==> config.mk <==
export PLATFORM = sky130hd
export DESIGN_NAME = arf_regulator
export DESIGN_NICKNAME = d
export VERILOG_FILES = /design/src/hdl/arf_pkg.sv /design/src/hdl/arf_ctl_if.sv /design/src/hdl/arf_pwm.sv /design/src/hdl/arf_regulator.sv /design/src/hdl/arf_timer.sv
export VERILOG_INCLUDE_DIRS = /design/src /design/src/hdl
export SDC_FILE = /design/constraint.sdc
export NUM_CORES = 1
export LEC_CHECK = 0
export BUFFER_PORTS_ARGS = -buffer_cell sky130_fd_sc_hd__buf_2
export CORE_MARGIN = 5
export CORE_UTILIZATION = 55
export DETAILED_ROUTE_END_ITERATION = 7
export PLACE_DENSITY = 0.8
export SYNTH_ARGS = -nofsm -noshare
export SYNTH_HDL_FRONTEND = slang
export SYNTH_SLANG_ARGS = --single-unit
export TNS_END_PERCENT = 100
==> constraint.sdc <==
create_clock -name core_clk -period 4.05 [get_ports core_clk]
set_clock_uncertainty 0.2 [all_clocks]
set_input_delay 0.6075 -clock core_clk [delete_from_list [all_inputs] [get_ports core_clk]]
set_output_delay 0.6075 -clock core_clk [all_outputs]
set_load 0.03 [all_outputs]
==> src/hdl/arf_params.svh <==
/*
 * Constants of the alternator regulator mode machine: widths, thresholds,
 * duty steps and timing counts.
 * Assumes a 200 MHz core clock and synchronous sampled analog codes.
 */
// Function
// - Mode chosen from speed, amplitude, battery, duty, wake inputs
// - Standby is entry and final state
// - Pre-excitation from standby marks regulator ready
// - Regulation holds battery at setpoint
// - Phase regulation keeps phase amplitude above limit
// - Load ramp entered from regulation on duty
// - Load ramp runs start delay timer first
// - Ramp adds initial step then fixed slope
// - Ramp ends at setpoint, duty becomes regulation
// - Alarm fault switches warning lamp on
// - Self-start enabled, wake source held constant
// - Field monitor is continuous PWM output
`ifndef ARF_PARAMS_SVH
`define ARF_PARAMS_SVH

// ****************************************************************
// Widths
// ****************************************************************
`define ARF_DUTY_W       10
`define ARF_LVL_W        12
`define ARF_SPD_W        16

// ****************************************************************
// Duty values and thresholds
// ****************************************************************
`define ARF_DUTY_ZERO    10'h000
`define ARF_DUTY_MAX     10'h3FF
`define ARF_PREEXC_DUTY  10'h080
`define ARF_REG_STEP     10'h001
`define ARF_PH_STEP      10'h004
`define ARF_RAMP_STEP    10'h040
`define ARF_RAMP_SLOPE   10'h001
`define ARF_SPD_WAKE     16'h0064
`define ARF_SPD_REG      16'h0320
`define ARF_PH_AMP_MIN   12'h200
`define ARF_LRC_DUTY_TH  12'h020
`define ARF_LRC_GAIN_SH  1

// ****************************************************************
// Timing
// ****************************************************************
`define ARF_CLK_MHZ      200
`define ARF_REG_TICK_US  10
`define ARF_REG_TICK_CYC (`ARF_REG_TICK_US * `ARF_CLK_MHZ)
`define ARF_SLOPE_US     20
`define ARF_SLOPE_CYC    (`ARF_SLOPE_US * `ARF_CLK_MHZ)
`define ARF_SDT_MS       3
`define ARF_SDT_CYC      (`ARF_SDT_MS * 1000 * `ARF_CLK_MHZ)
`define ARF_TICK_W       13
`define ARF_SDT_W        20

`endif

==> src/hdl/arf_pkg.sv <==
/*
 * Types of the alternator regulator mode machine.
 * Assumes nothing from arf_params.svh; the mode code is 3 bits wide.
 */
package arf_pkg;

   // ****************************************************************
   // Operating modes
   // ****************************************************************
   typedef enum logic [2:0] {
      ARF_ST_STANDBY = 3'h0,
      ARF_ST_PREEXC  = 3'h1,
      ARF_ST_REG     = 3'h2,
      ARF_ST_PHREG   = 3'h3,
      ARF_ST_RAMP    = 3'h4
   } arf_state_type;

endpackage : arf_pkg

==> src/hdl/arf_ctl_if.sv <==
/*
 * Internal link between the mode machine, its timers and the PWM stage.
 * Assumes all three sit on the same core clock.
 */
`timescale 1ns/10ps
`include "arf_params.svh"

interface arf_ctl_if;
   logic [`ARF_DUTY_W-1:0] duty;
   logic                   sdt_start;
   logic                   sdt_done;
   logic                   reg_tick;
   logic                   slope_tick;

   modport fsm (output duty, output sdt_start,
                input sdt_done, input reg_tick, input slope_tick);
   modport tmr (input sdt_start,
                output sdt_done, output reg_tick, output slope_tick);
   modport pwm (input duty);
endinterface : arf_ctl_if

==> src/hdl/arf_pwm.sv <==
/*
 * Field driver PWM and field monitor PWM from the applied duty.
 * Assumes duty is held stable by the mode machine between updates.
 */
`timescale 1ns/10ps
`include "arf_params.svh"

module arf_pwm (
   input  wire logic core_clk,
   input  wire logic arst_n,
   arf_ctl_if.pwm    ctl,
   output logic      field_drive,
   output logic      field_monitor_out
);

   logic [`ARF_DUTY_W-1:0] cnt_q, cnt_d;
   logic                   fld_q, fld_d;
   logic                   mon_q, mon_d;

   // Free running period counter and compare
   always_comb begin
      cnt_d = cnt_q + `ARF_DUTY_W'(1);
      fld_d = (cnt_q < ctl.duty);
      mon_d = (cnt_q < ctl.duty);
   end

   // Register stage
   always_ff @(posedge core_clk or negedge arst_n) begin
      if (!arst_n) begin
         cnt_q <= '0;
         fld_q <= 1'b0;
         mon_q <= 1'b0;
      end else begin
         cnt_q <= cnt_d;
         fld_q <= fld_d;
         mon_q <= mon_d;
      end
   end

   assign field_drive       = fld_q;
   assign field_monitor_out = mon_q;

endmodule : arf_pwm

==> src/hdl/arf_regulator.sv <==
/*
 * Operating mode machine of the alternator voltage regulator: standby,
 * pre-excitation, regulation, phase regulation and load response ramp,
 * with field duty control, warning lamp and field monitor.
 * Assumes all analog quantities arrive as digital codes synchronous to
 * core_clk, and that the wake source stays constant while active.
 */
`timescale 1ns/10ps
`include "arf_params.svh"

module arf_regulator
   import arf_pkg::*;
#(
   parameter logic [`ARF_SPD_W-1:0]  SPD_WAKE    = `ARF_SPD_WAKE,
   parameter logic [`ARF_SPD_W-1:0]  SPD_REG     = `ARF_SPD_REG,
   parameter logic [`ARF_LVL_W-1:0]  PH_AMP_MIN  = `ARF_PH_AMP_MIN,
   parameter logic [`ARF_LVL_W-1:0]  LRC_DUTY_TH = `ARF_LRC_DUTY_TH,
   parameter logic [`ARF_DUTY_W-1:0] RAMP_STEP   = `ARF_RAMP_STEP,
   parameter logic [`ARF_DUTY_W-1:0] RAMP_SLOPE  = `ARF_RAMP_SLOPE,
   parameter int                     SDT_CYCLES  = `ARF_SDT_CYC
) (
   input  wire logic                   core_clk,
   input  wire logic                   arst_n,
   input  wire logic [`ARF_SPD_W-1:0]  phase_speed,
   input  wire logic [`ARF_LVL_W-1:0]  phase_amplitude,
   input  wire logic [`ARF_LVL_W-1:0]  battery_level,
   input  wire logic [`ARF_LVL_W-1:0]  battery_setpoint,
   input  wire logic                   alarm_fault,
   input  wire logic                   key_wake_input,
   input  wire logic                   self_start_en,
   output logic                        field_drive,
   output logic                        field_monitor_out,
   output logic                        warning_lamp,
   output logic [`ARF_DUTY_W-1:0]      field_duty,
   output logic [`ARF_DUTY_W-1:0]      regulation_duty,
   output arf_state_type               op_mode,
   output logic                        regulator_ready
);

   // ****************************************************************
   // Declarations
   // ****************************************************************
   arf_ctl_if ctl ();

   arf_state_type          state_q;
   arf_state_type          state_d;
   logic [`ARF_DUTY_W-1:0] duty_q;
   logic [`ARF_DUTY_W-1:0] duty_d;
   logic [`ARF_DUTY_W-1:0] reg_duty_q;
   logic [`ARF_DUTY_W-1:0] reg_duty_d;
   logic                   ready_q;
   logic                   ready_d;
   logic                   lamp_q;
   logic                   lamp_d;
   logic                   sdt_start;
   logic                   batt_low;
   logic [`ARF_LVL_W-1:0]  batt_err;
   logic [`ARF_LVL_W-1:0]  exp_rise;
   logic                   ramp_enter;
   logic                   keep_alive;
   logic                   spd_run;
   logic                   spd_wake;
   logic                   amp_low;

   // ****************************************************************
   // Saturating duty arithmetic
   // ****************************************************************
   function automatic logic [`ARF_DUTY_W-1:0] duty_add(
      input logic [`ARF_DUTY_W-1:0] a,
      input logic [`ARF_DUTY_W-1:0] b
   );
      logic [`ARF_DUTY_W:0] s;
      s = {1'b0, a} + {1'b0, b};
      if (s[`ARF_DUTY_W]) begin
         duty_add = `ARF_DUTY_MAX;
      end else begin
         duty_add = s[`ARF_DUTY_W-1:0];
      end
   endfunction : duty_add

   function automatic logic [`ARF_DUTY_W-1:0] duty_sub(
      input logic [`ARF_DUTY_W-1:0] a,
      input logic [`ARF_DUTY_W-1:0] b
   );
      if (a < b) begin
         duty_sub = `ARF_DUTY_ZERO;
      end else begin
         duty_sub = a - b;
      end
   endfunction : duty_sub

   // ****************************************************************
   // Condition decoding
   // ****************************************************************

   // Speed, battery and phase amplitude comparisons
   always_comb begin
      spd_wake = (phase_speed >= SPD_WAKE);
      spd_run  = (phase_speed >= SPD_REG);
      amp_low  = (phase_amplitude < PH_AMP_MIN);
      batt_low = (battery_level < battery_setpoint);
      batt_err = batt_low ? (battery_setpoint - battery_level)
                          : `ARF_LVL_W'(0);
   end

   // Expected duty rise from the present battery error
   always_comb begin
      exp_rise   = batt_err >> `ARF_LRC_GAIN_SH;
      ramp_enter = batt_low && (exp_rise > LRC_DUTY_TH);
   end

   // Operation stays allowed only with self-start and a held wake source
   assign keep_alive = self_start_en && key_wake_input;

   // ****************************************************************
   // Mode machine: next state and duty
   // ****************************************************************
   always_comb begin
      state_d    = state_q;
      duty_d     = duty_q;
      reg_duty_d = reg_duty_q;
      ready_d    = ready_q;
      sdt_start  = 1'b0;
      lamp_d     = alarm_fault;
      if (state_q != ARF_ST_STANDBY && !keep_alive) begin
         // Turn-off always ends in standby
         state_d = ARF_ST_STANDBY;
         duty_d  = `ARF_DUTY_ZERO;
         ready_d = 1'b0;
      end else begin
         case (state_q)
            ARF_ST_STANDBY: begin
               duty_d     = `ARF_DUTY_ZERO;
               reg_duty_d = `ARF_PREEXC_DUTY;
               ready_d    = 1'b0;
               if (keep_alive && spd_wake) begin
                  state_d = ARF_ST_PREEXC;
                  duty_d  = `ARF_PREEXC_DUTY;
                  ready_d = 1'b1;
               end
            end
            ARF_ST_PREEXC: begin
               duty_d = `ARF_PREEXC_DUTY;
               // Re-evaluate external conditions
               if (spd_run) begin
                  state_d = ARF_ST_REG;
                  duty_d  = reg_duty_q;
               end else if (!spd_wake) begin
                  state_d = ARF_ST_STANDBY;
                  duty_d  = `ARF_DUTY_ZERO;
                  ready_d = 1'b0;
               end
            end
            ARF_ST_REG: begin
               if (!spd_run) begin
                  state_d = ARF_ST_PREEXC;
                  duty_d  = `ARF_PREEXC_DUTY;
               end else if (amp_low) begin
                  state_d = ARF_ST_PHREG;
               end else if (ramp_enter) begin
                  state_d   = ARF_ST_RAMP;
                  duty_d    = duty_add(duty_q, RAMP_STEP);
                  sdt_start = 1'b1;
               end else if (ctl.reg_tick) begin
                  // Step duty toward the battery setpoint
                  if (batt_low) begin
                     duty_d = duty_add(duty_q, `ARF_REG_STEP);
                  end else begin
                     duty_d = duty_sub(duty_q, `ARF_REG_STEP);
                  end
                  reg_duty_d = duty_d;
               end
            end
            ARF_ST_PHREG: begin
               if (!spd_run) begin
                  state_d = ARF_ST_PREEXC;
                  duty_d  = `ARF_PREEXC_DUTY;
               end else if (!amp_low) begin
                  state_d    = ARF_ST_REG;
                  reg_duty_d = duty_q;
               end else if (ctl.reg_tick) begin
                  duty_d = duty_add(duty_q, `ARF_PH_STEP);
               end
            end
            ARF_ST_RAMP: begin
               if (!spd_run) begin
                  state_d = ARF_ST_PREEXC;
                  duty_d  = `ARF_PREEXC_DUTY;
               end else if (!batt_low && ctl.sdt_done) begin
                  state_d    = ARF_ST_REG;
                  reg_duty_d = duty_q;
               end else if (batt_low && ctl.slope_tick) begin
                  duty_d = duty_add(duty_q, RAMP_SLOPE);
               end
            end
            default: begin
               state_d = ARF_ST_STANDBY;
               duty_d  = `ARF_DUTY_ZERO;
               ready_d = 1'b0;
            end
         endcase
      end
   end

   // Register stage of the mode machine
   always_ff @(posedge core_clk or negedge arst_n) begin
      if (!arst_n) begin
         state_q    <= ARF_ST_STANDBY;
         duty_q     <= `ARF_DUTY_ZERO;
         reg_duty_q <= `ARF_PREEXC_DUTY;
         ready_q    <= 1'b0;
         lamp_q     <= 1'b0;
      end else begin
         state_q    <= state_d;
         duty_q     <= duty_d;
         reg_duty_q <= reg_duty_d;
         ready_q    <= ready_d;
         lamp_q     <= lamp_d;
      end
   end

   // ****************************************************************
   // Links to timer and PWM stage
   // ****************************************************************
   assign ctl.duty      = duty_q;
   assign ctl.sdt_start = sdt_start;

   // Ticks and start delay timer
   arf_timer #(
      .SDT_CYCLES (SDT_CYCLES)
   ) u_timer (
      .core_clk (core_clk),
      .arst_n   (arst_n),
      .ctl      (ctl.tmr)
   );

   // Field driver and field monitor
   arf_pwm u_pwm (
      .core_clk          (core_clk),
      .arst_n            (arst_n),
      .ctl               (ctl.pwm),
      .field_drive       (field_drive),
      .field_monitor_out (field_monitor_out)
   );

   // ****************************************************************
   // Status outputs
   // ****************************************************************
   assign warning_lamp    = lamp_q;
   assign field_duty      = duty_q;
   assign regulation_duty = reg_duty_q;
   assign op_mode         = state_q;
   assign regulator_ready = ready_q;

endmodule : arf_regulator

==> src/hdl/arf_timer.sv <==
/*
 * Regulation tick, ramp slope tick and start delay timer.
 * Assumes sdt_start is a one-cycle pulse from the mode machine.
 */
`timescale 1ns/10ps
`include "arf_params.svh"

module arf_timer #(
   parameter int SDT_CYCLES = `ARF_SDT_CYC
) (
   input wire logic core_clk,
   input wire logic arst_n,
   arf_ctl_if.tmr   ctl
);

   logic [`ARF_TICK_W-1:0] reg_cnt_q, reg_cnt_d;
   logic [`ARF_TICK_W-1:0] slp_cnt_q, slp_cnt_d;
   logic [`ARF_SDT_W-1:0]  sdt_cnt_q, sdt_cnt_d;
   logic                   sdt_run_q, sdt_run_d;
   logic                   reg_tick_q, reg_tick_d;
   logic                   slp_tick_q, slp_tick_d;

   // ****************************************************************
   // Next values of the free tick dividers and the delay timer
   // ****************************************************************
   always_comb begin
      reg_tick_d = (reg_cnt_q == `ARF_TICK_W'(`ARF_REG_TICK_CYC - 1));
      reg_cnt_d  = reg_tick_d ? '0 : reg_cnt_q + `ARF_TICK_W'(1);
      slp_tick_d = (slp_cnt_q == `ARF_TICK_W'(`ARF_SLOPE_CYC - 1));
      slp_cnt_d  = slp_tick_d ? '0 : slp_cnt_q + `ARF_TICK_W'(1);
      sdt_cnt_d  = sdt_cnt_q;
      sdt_run_d  = sdt_run_q;
      if (ctl.sdt_start) begin
         sdt_cnt_d = `ARF_SDT_W'(SDT_CYCLES - 1);
         sdt_run_d = 1'b1;
      end else if (sdt_run_q && sdt_cnt_q != '0) begin
         sdt_cnt_d = sdt_cnt_q - `ARF_SDT_W'(1);
      end
   end

   // Register stage
   always_ff @(posedge core_clk or negedge arst_n) begin
      if (!arst_n) begin
         reg_cnt_q  <= '0;
         slp_cnt_q  <= '0;
         sdt_cnt_q  <= '0;
         sdt_run_q  <= 1'b0;
         reg_tick_q <= 1'b0;
         slp_tick_q <= 1'b0;
      end else begin
         reg_cnt_q  <= reg_cnt_d;
         slp_cnt_q  <= slp_cnt_d;
         sdt_cnt_q  <= sdt_cnt_d;
         sdt_run_q  <= sdt_run_d;
         reg_tick_q <= reg_tick_d;
         slp_tick_q <= slp_tick_d;
      end
   end

   assign ctl.reg_tick   = reg_tick_q;
   assign ctl.slope_tick = slp_tick_q;
   assign ctl.sdt_done   = sdt_run_q && (sdt_cnt_q == '0);

endmodule : arf_timer

=== Yosys cells after proc, flatten, opt, wreduce, memory -nomap -nowiden ===
Cells that the tools add are included.
W data, S select, Z words.

* Latch bits: 0
* Logic and storage cells: 134
* Input bits: 57
* Memory bits (writable): 0
* Memories kept: 0
* Bits in registers: 85
* Output and inout port bits: 27
* ROM bits: 0

* Divide/modulo/power cells: 0
* Reductions and logical operators: 21
* Multiply operators: 0
* Magnitude comparators: 7
* Eq/ne operators: 28
* Bitwise logic cells: 1
* Add/subtract/negate cells: 9
* Muxes and demuxes: 55
* Shift operators: 0

{| class="wikitable"
|+ Operator list
! operator !! count
|-
| $mux W10 || 24
|-
| $pmux W10 S5 || 1
|-
| $mux W20 || 2
|-
| $pmux W10 S4 || 1
|-
| $mux W3 || 11
|-
| $ne A4 B4 Y1 const B || 7
|-
| $add A13 B1 Y13 const B || 2
|-
| $mux W13 || 2
|-
| $logic_not A20 Y1 || 1
|-
| $reduce_bool A20 Y1 || 1
|-
| $sub A20 B1 Y20 const B || 1
|-
| $ge A16 B10 Y1 const B || 1
|-
| $ge A16 B7 Y1 const B || 1
|-
| $mux W8 || 2
|-
| $pmux W3 S5 || 1
|-
| $ne A2 B2 Y1 const B || 7
|-
| $eq A13 B11 Y1 const B || 1
|-
| $eq A13 B12 Y1 const B || 1
|-
| $lt A12 B10 Y1 const B || 1
|-
| $lt A12 B12 Y1 || 1
|-
| $mux W12 || 1
|-
| $sub A12 B12 Y12 || 1
|-
| $add A10 B1 Y11 const B || 1
|-
| $add A10 B3 Y11 const B || 1
|-
| other kinds (28) || 48
|}

=== Depth between registers and ports, before layout ===
* Depth after elaboration: 10
* Depth in mapped cells: 13
* Gate-level depth less buffers: 12

=== Cells and area by module ===
A second synthesis with hierarchy kept.

* Cell total of the unflattened synthesis: 756
* Area, all modules: 6341.1 um^2

{| class="wikitable"
|+ Modules (own cells, without submodules)
! module !! area an instance (um^2) !! instances !! sequential area each (um^2) !! cells an instance
|-
| arf_regulator || 3308.2 || 1 || 626.9 || 461
|-
| arf_timer || 2373.5 || 1 || 1226.2 || 230
|-
| arf_pwm || 659.4 || 1 || 275.3 || 65
|}

=== Worst setup path before layout ===
Ideal clock, no wire load.

* Path kind: input port to flip-flop
* Start point: input battery_setpoint[0]
* End point: register duty_q[1], in the netlist field_duty[1]
* Arrival time: 3.249 ns
* Setup time: 0.125 ns
* Buffers on the path: 0
* Data required time: 3.725 ns
* Stages on the path: 12
* Setup slack: 0.476 ns
* Path through: inv_1 > ha_1 > fa_1 > nand2b_1 > a211oi_1 > nand2b_1 > xnor2_1 > o211a_1 > a31oi_2 > nand3_1 > o311ai_0 > mux2_2

* Word-level cells in the longest chain between the ends: 9
* Elaborated cells between the ends (all ways): 19
* Classes of those cells: 1 x add/sub; 2 x order compare; 3 x eq/ne; 8 x mux; 5 x reduce/logical

{| class="wikitable"
|+ Ends and longest elaborated chain
! item !! RTL line !! text
|-
| start, declared || arf_regulator.sv:27 || <nowiki>input wire logic [`ARF_LVL_W-1:0] battery_setpoint,</nowiki>
|-
| $sub A12 B12 Y12 / $lt A12 B12 Y1 (equally long branches) || arf_regulator.sv:102, arf_regulator.sv:101 ||
|-
| $mux W12 || arf_regulator.sv:102 || <nowiki>batt_err = batt_low ? (battery_setpoint - battery_level)</nowiki>
|-
| $gt A11 B6 Y1 || arf_regulator.sv:109 || <nowiki>ramp_enter = batt_low && (exp_rise > LRC_DUTY_TH);</nowiki>
|-
| $logic_and A1 B1 Y1 || arf_regulator.sv:109 ||
|-
| $mux W10 || arf_regulator.sv:160 || <nowiki>end else if (ramp_enter) begin</nowiki>
|-
| $mux W10 || arf_regulator.sv:158 || <nowiki>end else if (amp_low) begin</nowiki>
|-
| $mux W10 || arf_regulator.sv:155 || <nowiki>if (!spd_run) begin</nowiki>
|-
| $pmux W10 S5 || arf_regulator.sv:131 || <nowiki>case (state_q)</nowiki>
|-
| $mux W10 || arf_regulator.sv:125 || <nowiki>if (state_q != ARF_ST_STANDBY && !keep_alive) begin</nowiki>
|-
| end signal, assigned || arf_regulator.sv:209 || <nowiki>duty_q <= `ARF_DUTY_ZERO;</nowiki>
|-
| end signal, assigned || arf_regulator.sv:215 || <nowiki>duty_q <= duty_d;</nowiki>
|-
| end, declared || arf_regulator.sv:47 || <nowiki>logic [`ARF_DUTY_W-1:0] duty_q;</nowiki>
|}

Several ways; a longest one is shown, not always the timed one. The select of a mux whose other input is x is not followed.
A chain may end at the register's enable or synchronous reset.

=== Final worst setup path ===
* Start point: input battery_level[0]
* End point: register duty_q[1], in the netlist field_duty[1]

* Word-level cells in the longest chain between the ends: 9
* Elaborated cells between the ends (all ways): 19
* Classes of those cells: 1 x add/sub; 2 x order compare; 3 x eq/ne; 8 x mux; 5 x reduce/logical

{| class="wikitable"
|+ Ends and longest elaborated chain
! item !! RTL line !! text
|-
| start, declared || arf_regulator.sv:26 || <nowiki>input wire logic [`ARF_LVL_W-1:0] battery_level,</nowiki>
|-
| $sub A12 B12 Y12 / $lt A12 B12 Y1 (equally long branches) || arf_regulator.sv:102, arf_regulator.sv:101 ||
|-
| $mux W12 || arf_regulator.sv:102 ||
|-
| $gt A11 B6 Y1 || arf_regulator.sv:109 ||
|-
| $logic_and A1 B1 Y1 || arf_regulator.sv:109 ||
|-
| $mux W10 || arf_regulator.sv:160 ||
|-
| $mux W10 || arf_regulator.sv:158 ||
|-
| $mux W10 || arf_regulator.sv:155 ||
|-
| $pmux W10 S5 || arf_regulator.sv:131 ||
|-
| $mux W10 || arf_regulator.sv:125 ||
|}

Several ways; a longest one is shown, not always the timed one. The select of a mux whose other input is x is not followed.

==> impl_metrics.csv <==
group,metric,value,unit
outcome,status,"completed",
critical_path,worstPathArrival,3690,ps
timing,fmax,275,MHz
cts,cts_resized,0,
min_path,hold_start,"alarm_fault",
global_route,overflow,0,
finish,fin_cells,888,
global_route,grt_max_degree,86,
timing,worstMarginPinSlew,1050,ps
critical_path,worstPathRequired,4100,ps
pwr,power_density,586,nW/um^2
global_route,grt_pass1_wl,24800,um
logic_synthesis,yosysUniqueCellTypes,64,
drt,avgViaCountPerCell,6.17,
cts,cts_made_buffers,9,
floorplanning,ioPinCount,84,
global_route,antenna_found_initial,0,
drt,vias,5475,
critical_path,rrSetupSlack,570,ps
logic_synthesis,ys_seq_area_share,36.1,%
logic_synthesis,synth-seq-cells,85,
cts,cts_root_buf,"clkbuf_8",
min_path,hold_path_depth,1,
floorplanning,row_count,37,
timing,setup_viol,0,
global_route,track_usage,23.0,%
critical_path,r2r_cells,8,
min_path,hp-class,"in2reg",
finish,post-route-util,63.9,%
floorplanning,die_w,113,um
cts,clock_latency,360,ps
drt,ant_nets,0,
timing,setup-tns-final,0,ps
logic_synthesis,synth_area_per_cell,8.67,sq um
drt,drc,0,
logic_synthesis,synth_edf_count,0,
timing,hold_slack,148,ps
logic_synthesis,synth_ff_type,"dfrtp_1",
critical_path,critical_path.startpoint_type,"primary input",
drt,initialDrtViolationCount,374,
place,portBuffers,72,
place,gp_congestion,0.959,
logic_synthesis,synth_warnings,0,
cts,cts.htree.levels,3,
timing,grt_setup_unrepaired,"no",
logic_synthesis,synth_cells,679,
logic_synthesis,yosysTopAreaCellShare,35.7,%
cts,numClockSinks,85,
cts,post_cts_buffers,0,
pwr,power.leakage,0.00295,uW
floorplanning,dieArea,12900,sq um
cts,cts_tree,"built",
cts,cts_hold_buf,0,
finish,drive_above_1_share,16.1,%
timing,period_needed,3640,ps
finish,syn_to_final_growth,12.6,%
logic_synthesis,synth_area_leaders,"dfrtp_1 (36%), ha_1 (6.8%), xnor2_1 (5.9%)",
finish,antennaDiodeCount,0,
critical_path,crit_start,"battery_level[0]",
critical_path,end_kind,"register",
timing,max_slew_margin,29.4,%
logic_synthesis,syn_nets,769,
run,cap_violations,0,
place,dp_hpwl,10700,um
logic_synthesis,synthArstFlopShare,100,%
cts,cts.path.max_buffers,2,
timing,slew_viol_final,0,
critical_path,worstReg2RegStart,"u_timer.sdt_cnt_q[13]$_DFFE_PN0P_",
floorplanning,coreArea,10400,sq um
cts,cts.clk_slew.worst_paths,90,ps
global_route,grt_pass1_vias,5424,
floorplanning,initial_core_util,56.8,%
timing,hold_viol_final,0,
drt,detail_route.first_pass.iterations,8,
logic_synthesis,syn_area,5890,sq um
critical_path,critical_path_class,"in2reg",
drt,routedWlPerCell,16.4,um
place,place_inst,873,
logic_synthesis,synth_top_area_cell,"dfrtp_1",
pwr,total_power,3880,uW
floorplanning,die_h,113,um
timing,fin_crit_sh,89.9,%
finish,nNetsFinal,838,
critical_path,crit_fanout,7,
pwr,irDropWorstVdd,0.269,mV
drt,routed_wl,14600,um
## flip-flops by register name, summed over array words and instances (netlist names), 3 cells and up
signal	flops
u_timer.sdt_cnt_q	20
u_timer.reg_cnt_q	13
u_timer.slp_cnt_q	13
field_duty	10
regulation_duty	10
u_pwm.cnt_q	10
op_mode	3
## cells by family after synthesis
| logic type | after synthesis | share of synthesized area, % |
|---|---|---|
| simple gates | 264 | 22.1 |
| compound gates | 152 | 16.8 |
| flops | 85 | 36.1 |
| xor+xnor | 62 | 9.22 |
| buf+inv | 58 | 3.89 |
| fa+ha+maj | 33 | 7.14 |
| mux | 25 | 4.76 |
## cell usage after synthesis (10+ instances only)
master    instances
o211ai_1         10
and3_1           15
mux2i_1          10
xnor2_1          40
a21oi_1          44
nor2_1           67
or3_1            15
xor2_1           22
dfrtp_1          84
nor3_1           26
inv_1            34
ha_1             32
nand2_1          57
nand3_1          33
mux2_2           14
o22ai_1          12
clkbuf_1         17
o21ai_0          29
nand4_1          12
## area by class of cell
| class | count | area [sq um] |
|---|---|---|
| clock buffers | 9 | 124 |
| well taps | 136 | 170 |
| multi-input cells | 536 | 3530 |
| inverters | 36 | 135 |
| fillers | 899 | 3740 |
| flip-flops and latches | 85 | 2130 |
| repair buffers | 80 | 423 |
| clock inverters | 6 | 119 |
## worst paths after layout
path	endpoint
min in group asynchronous	u_timer.slp_cnt_q[7]$_DFF_PN0_
worst max register to register	regulation_duty[8]$_DFFE_PN0P_
max in group asynchronous	u_timer.sdt_cnt_q[15]$_DFFE_PN0P_
worst min-delay path	warning_lamp$_DFF_PN0_
worst min register to register	u_timer.reg_cnt_q[12]$_DFF_PN0_
worst max-delay path	field_duty[1]$_DFFE_PN0P_
## cells in the final DEF, fill, tap and decap left out, types with 26 or more instances in the layout
master   count
inv_1       34
nor3_1      26
nand2_1     57
nand3_1     33
xnor2_1     40
ha_1        32
dfrtp_1     84
a21oi_1     44
buf_2       71
nor2_1      67
o21ai_0     29
## worst max-delay path, cell delays in order
cell and delay, ps:
buf_2 100, ha_1 210, fa_1 410, nand2b_1 190, a211oi_1 330, nand2b_1 180, xnor2_1 70, o211a_1 260
a31oi_2 490, nand3_1 200, o311ai_0 240, mux2_2 400
## metrics by stage
step | area, sq um | setup WS, ps
2_1_floorplan | 5890 | 476
3_3_place_gp | 6390 | 192
3_5_place_dp | 6390 | 29.5
4_1_cts | 6630 | 426
5_1_grt | 6630 | 276
6_report | 6630 | 408
## per-layer routing
metal  routed length [um]  up-vias  GRT usage, %  share of wire, %
li1                     -     2586             -                 -
met1                 5880     2596          29.3                40
met2                 7110      248          38.4                49
met3                 1220       45          4.93               8.4
met4                  369        0          8.65               2.5
met5                    0        -             0                 0
## power breakdown
| part | internal, uW | switching, uW |
|---|---|---|
| Clock | 415 | 322 |
| Sequential | 1010 | 239 |
| Combinational | 743 | 1160 |
Note: power is estimated with default switching activity, not from simulation.
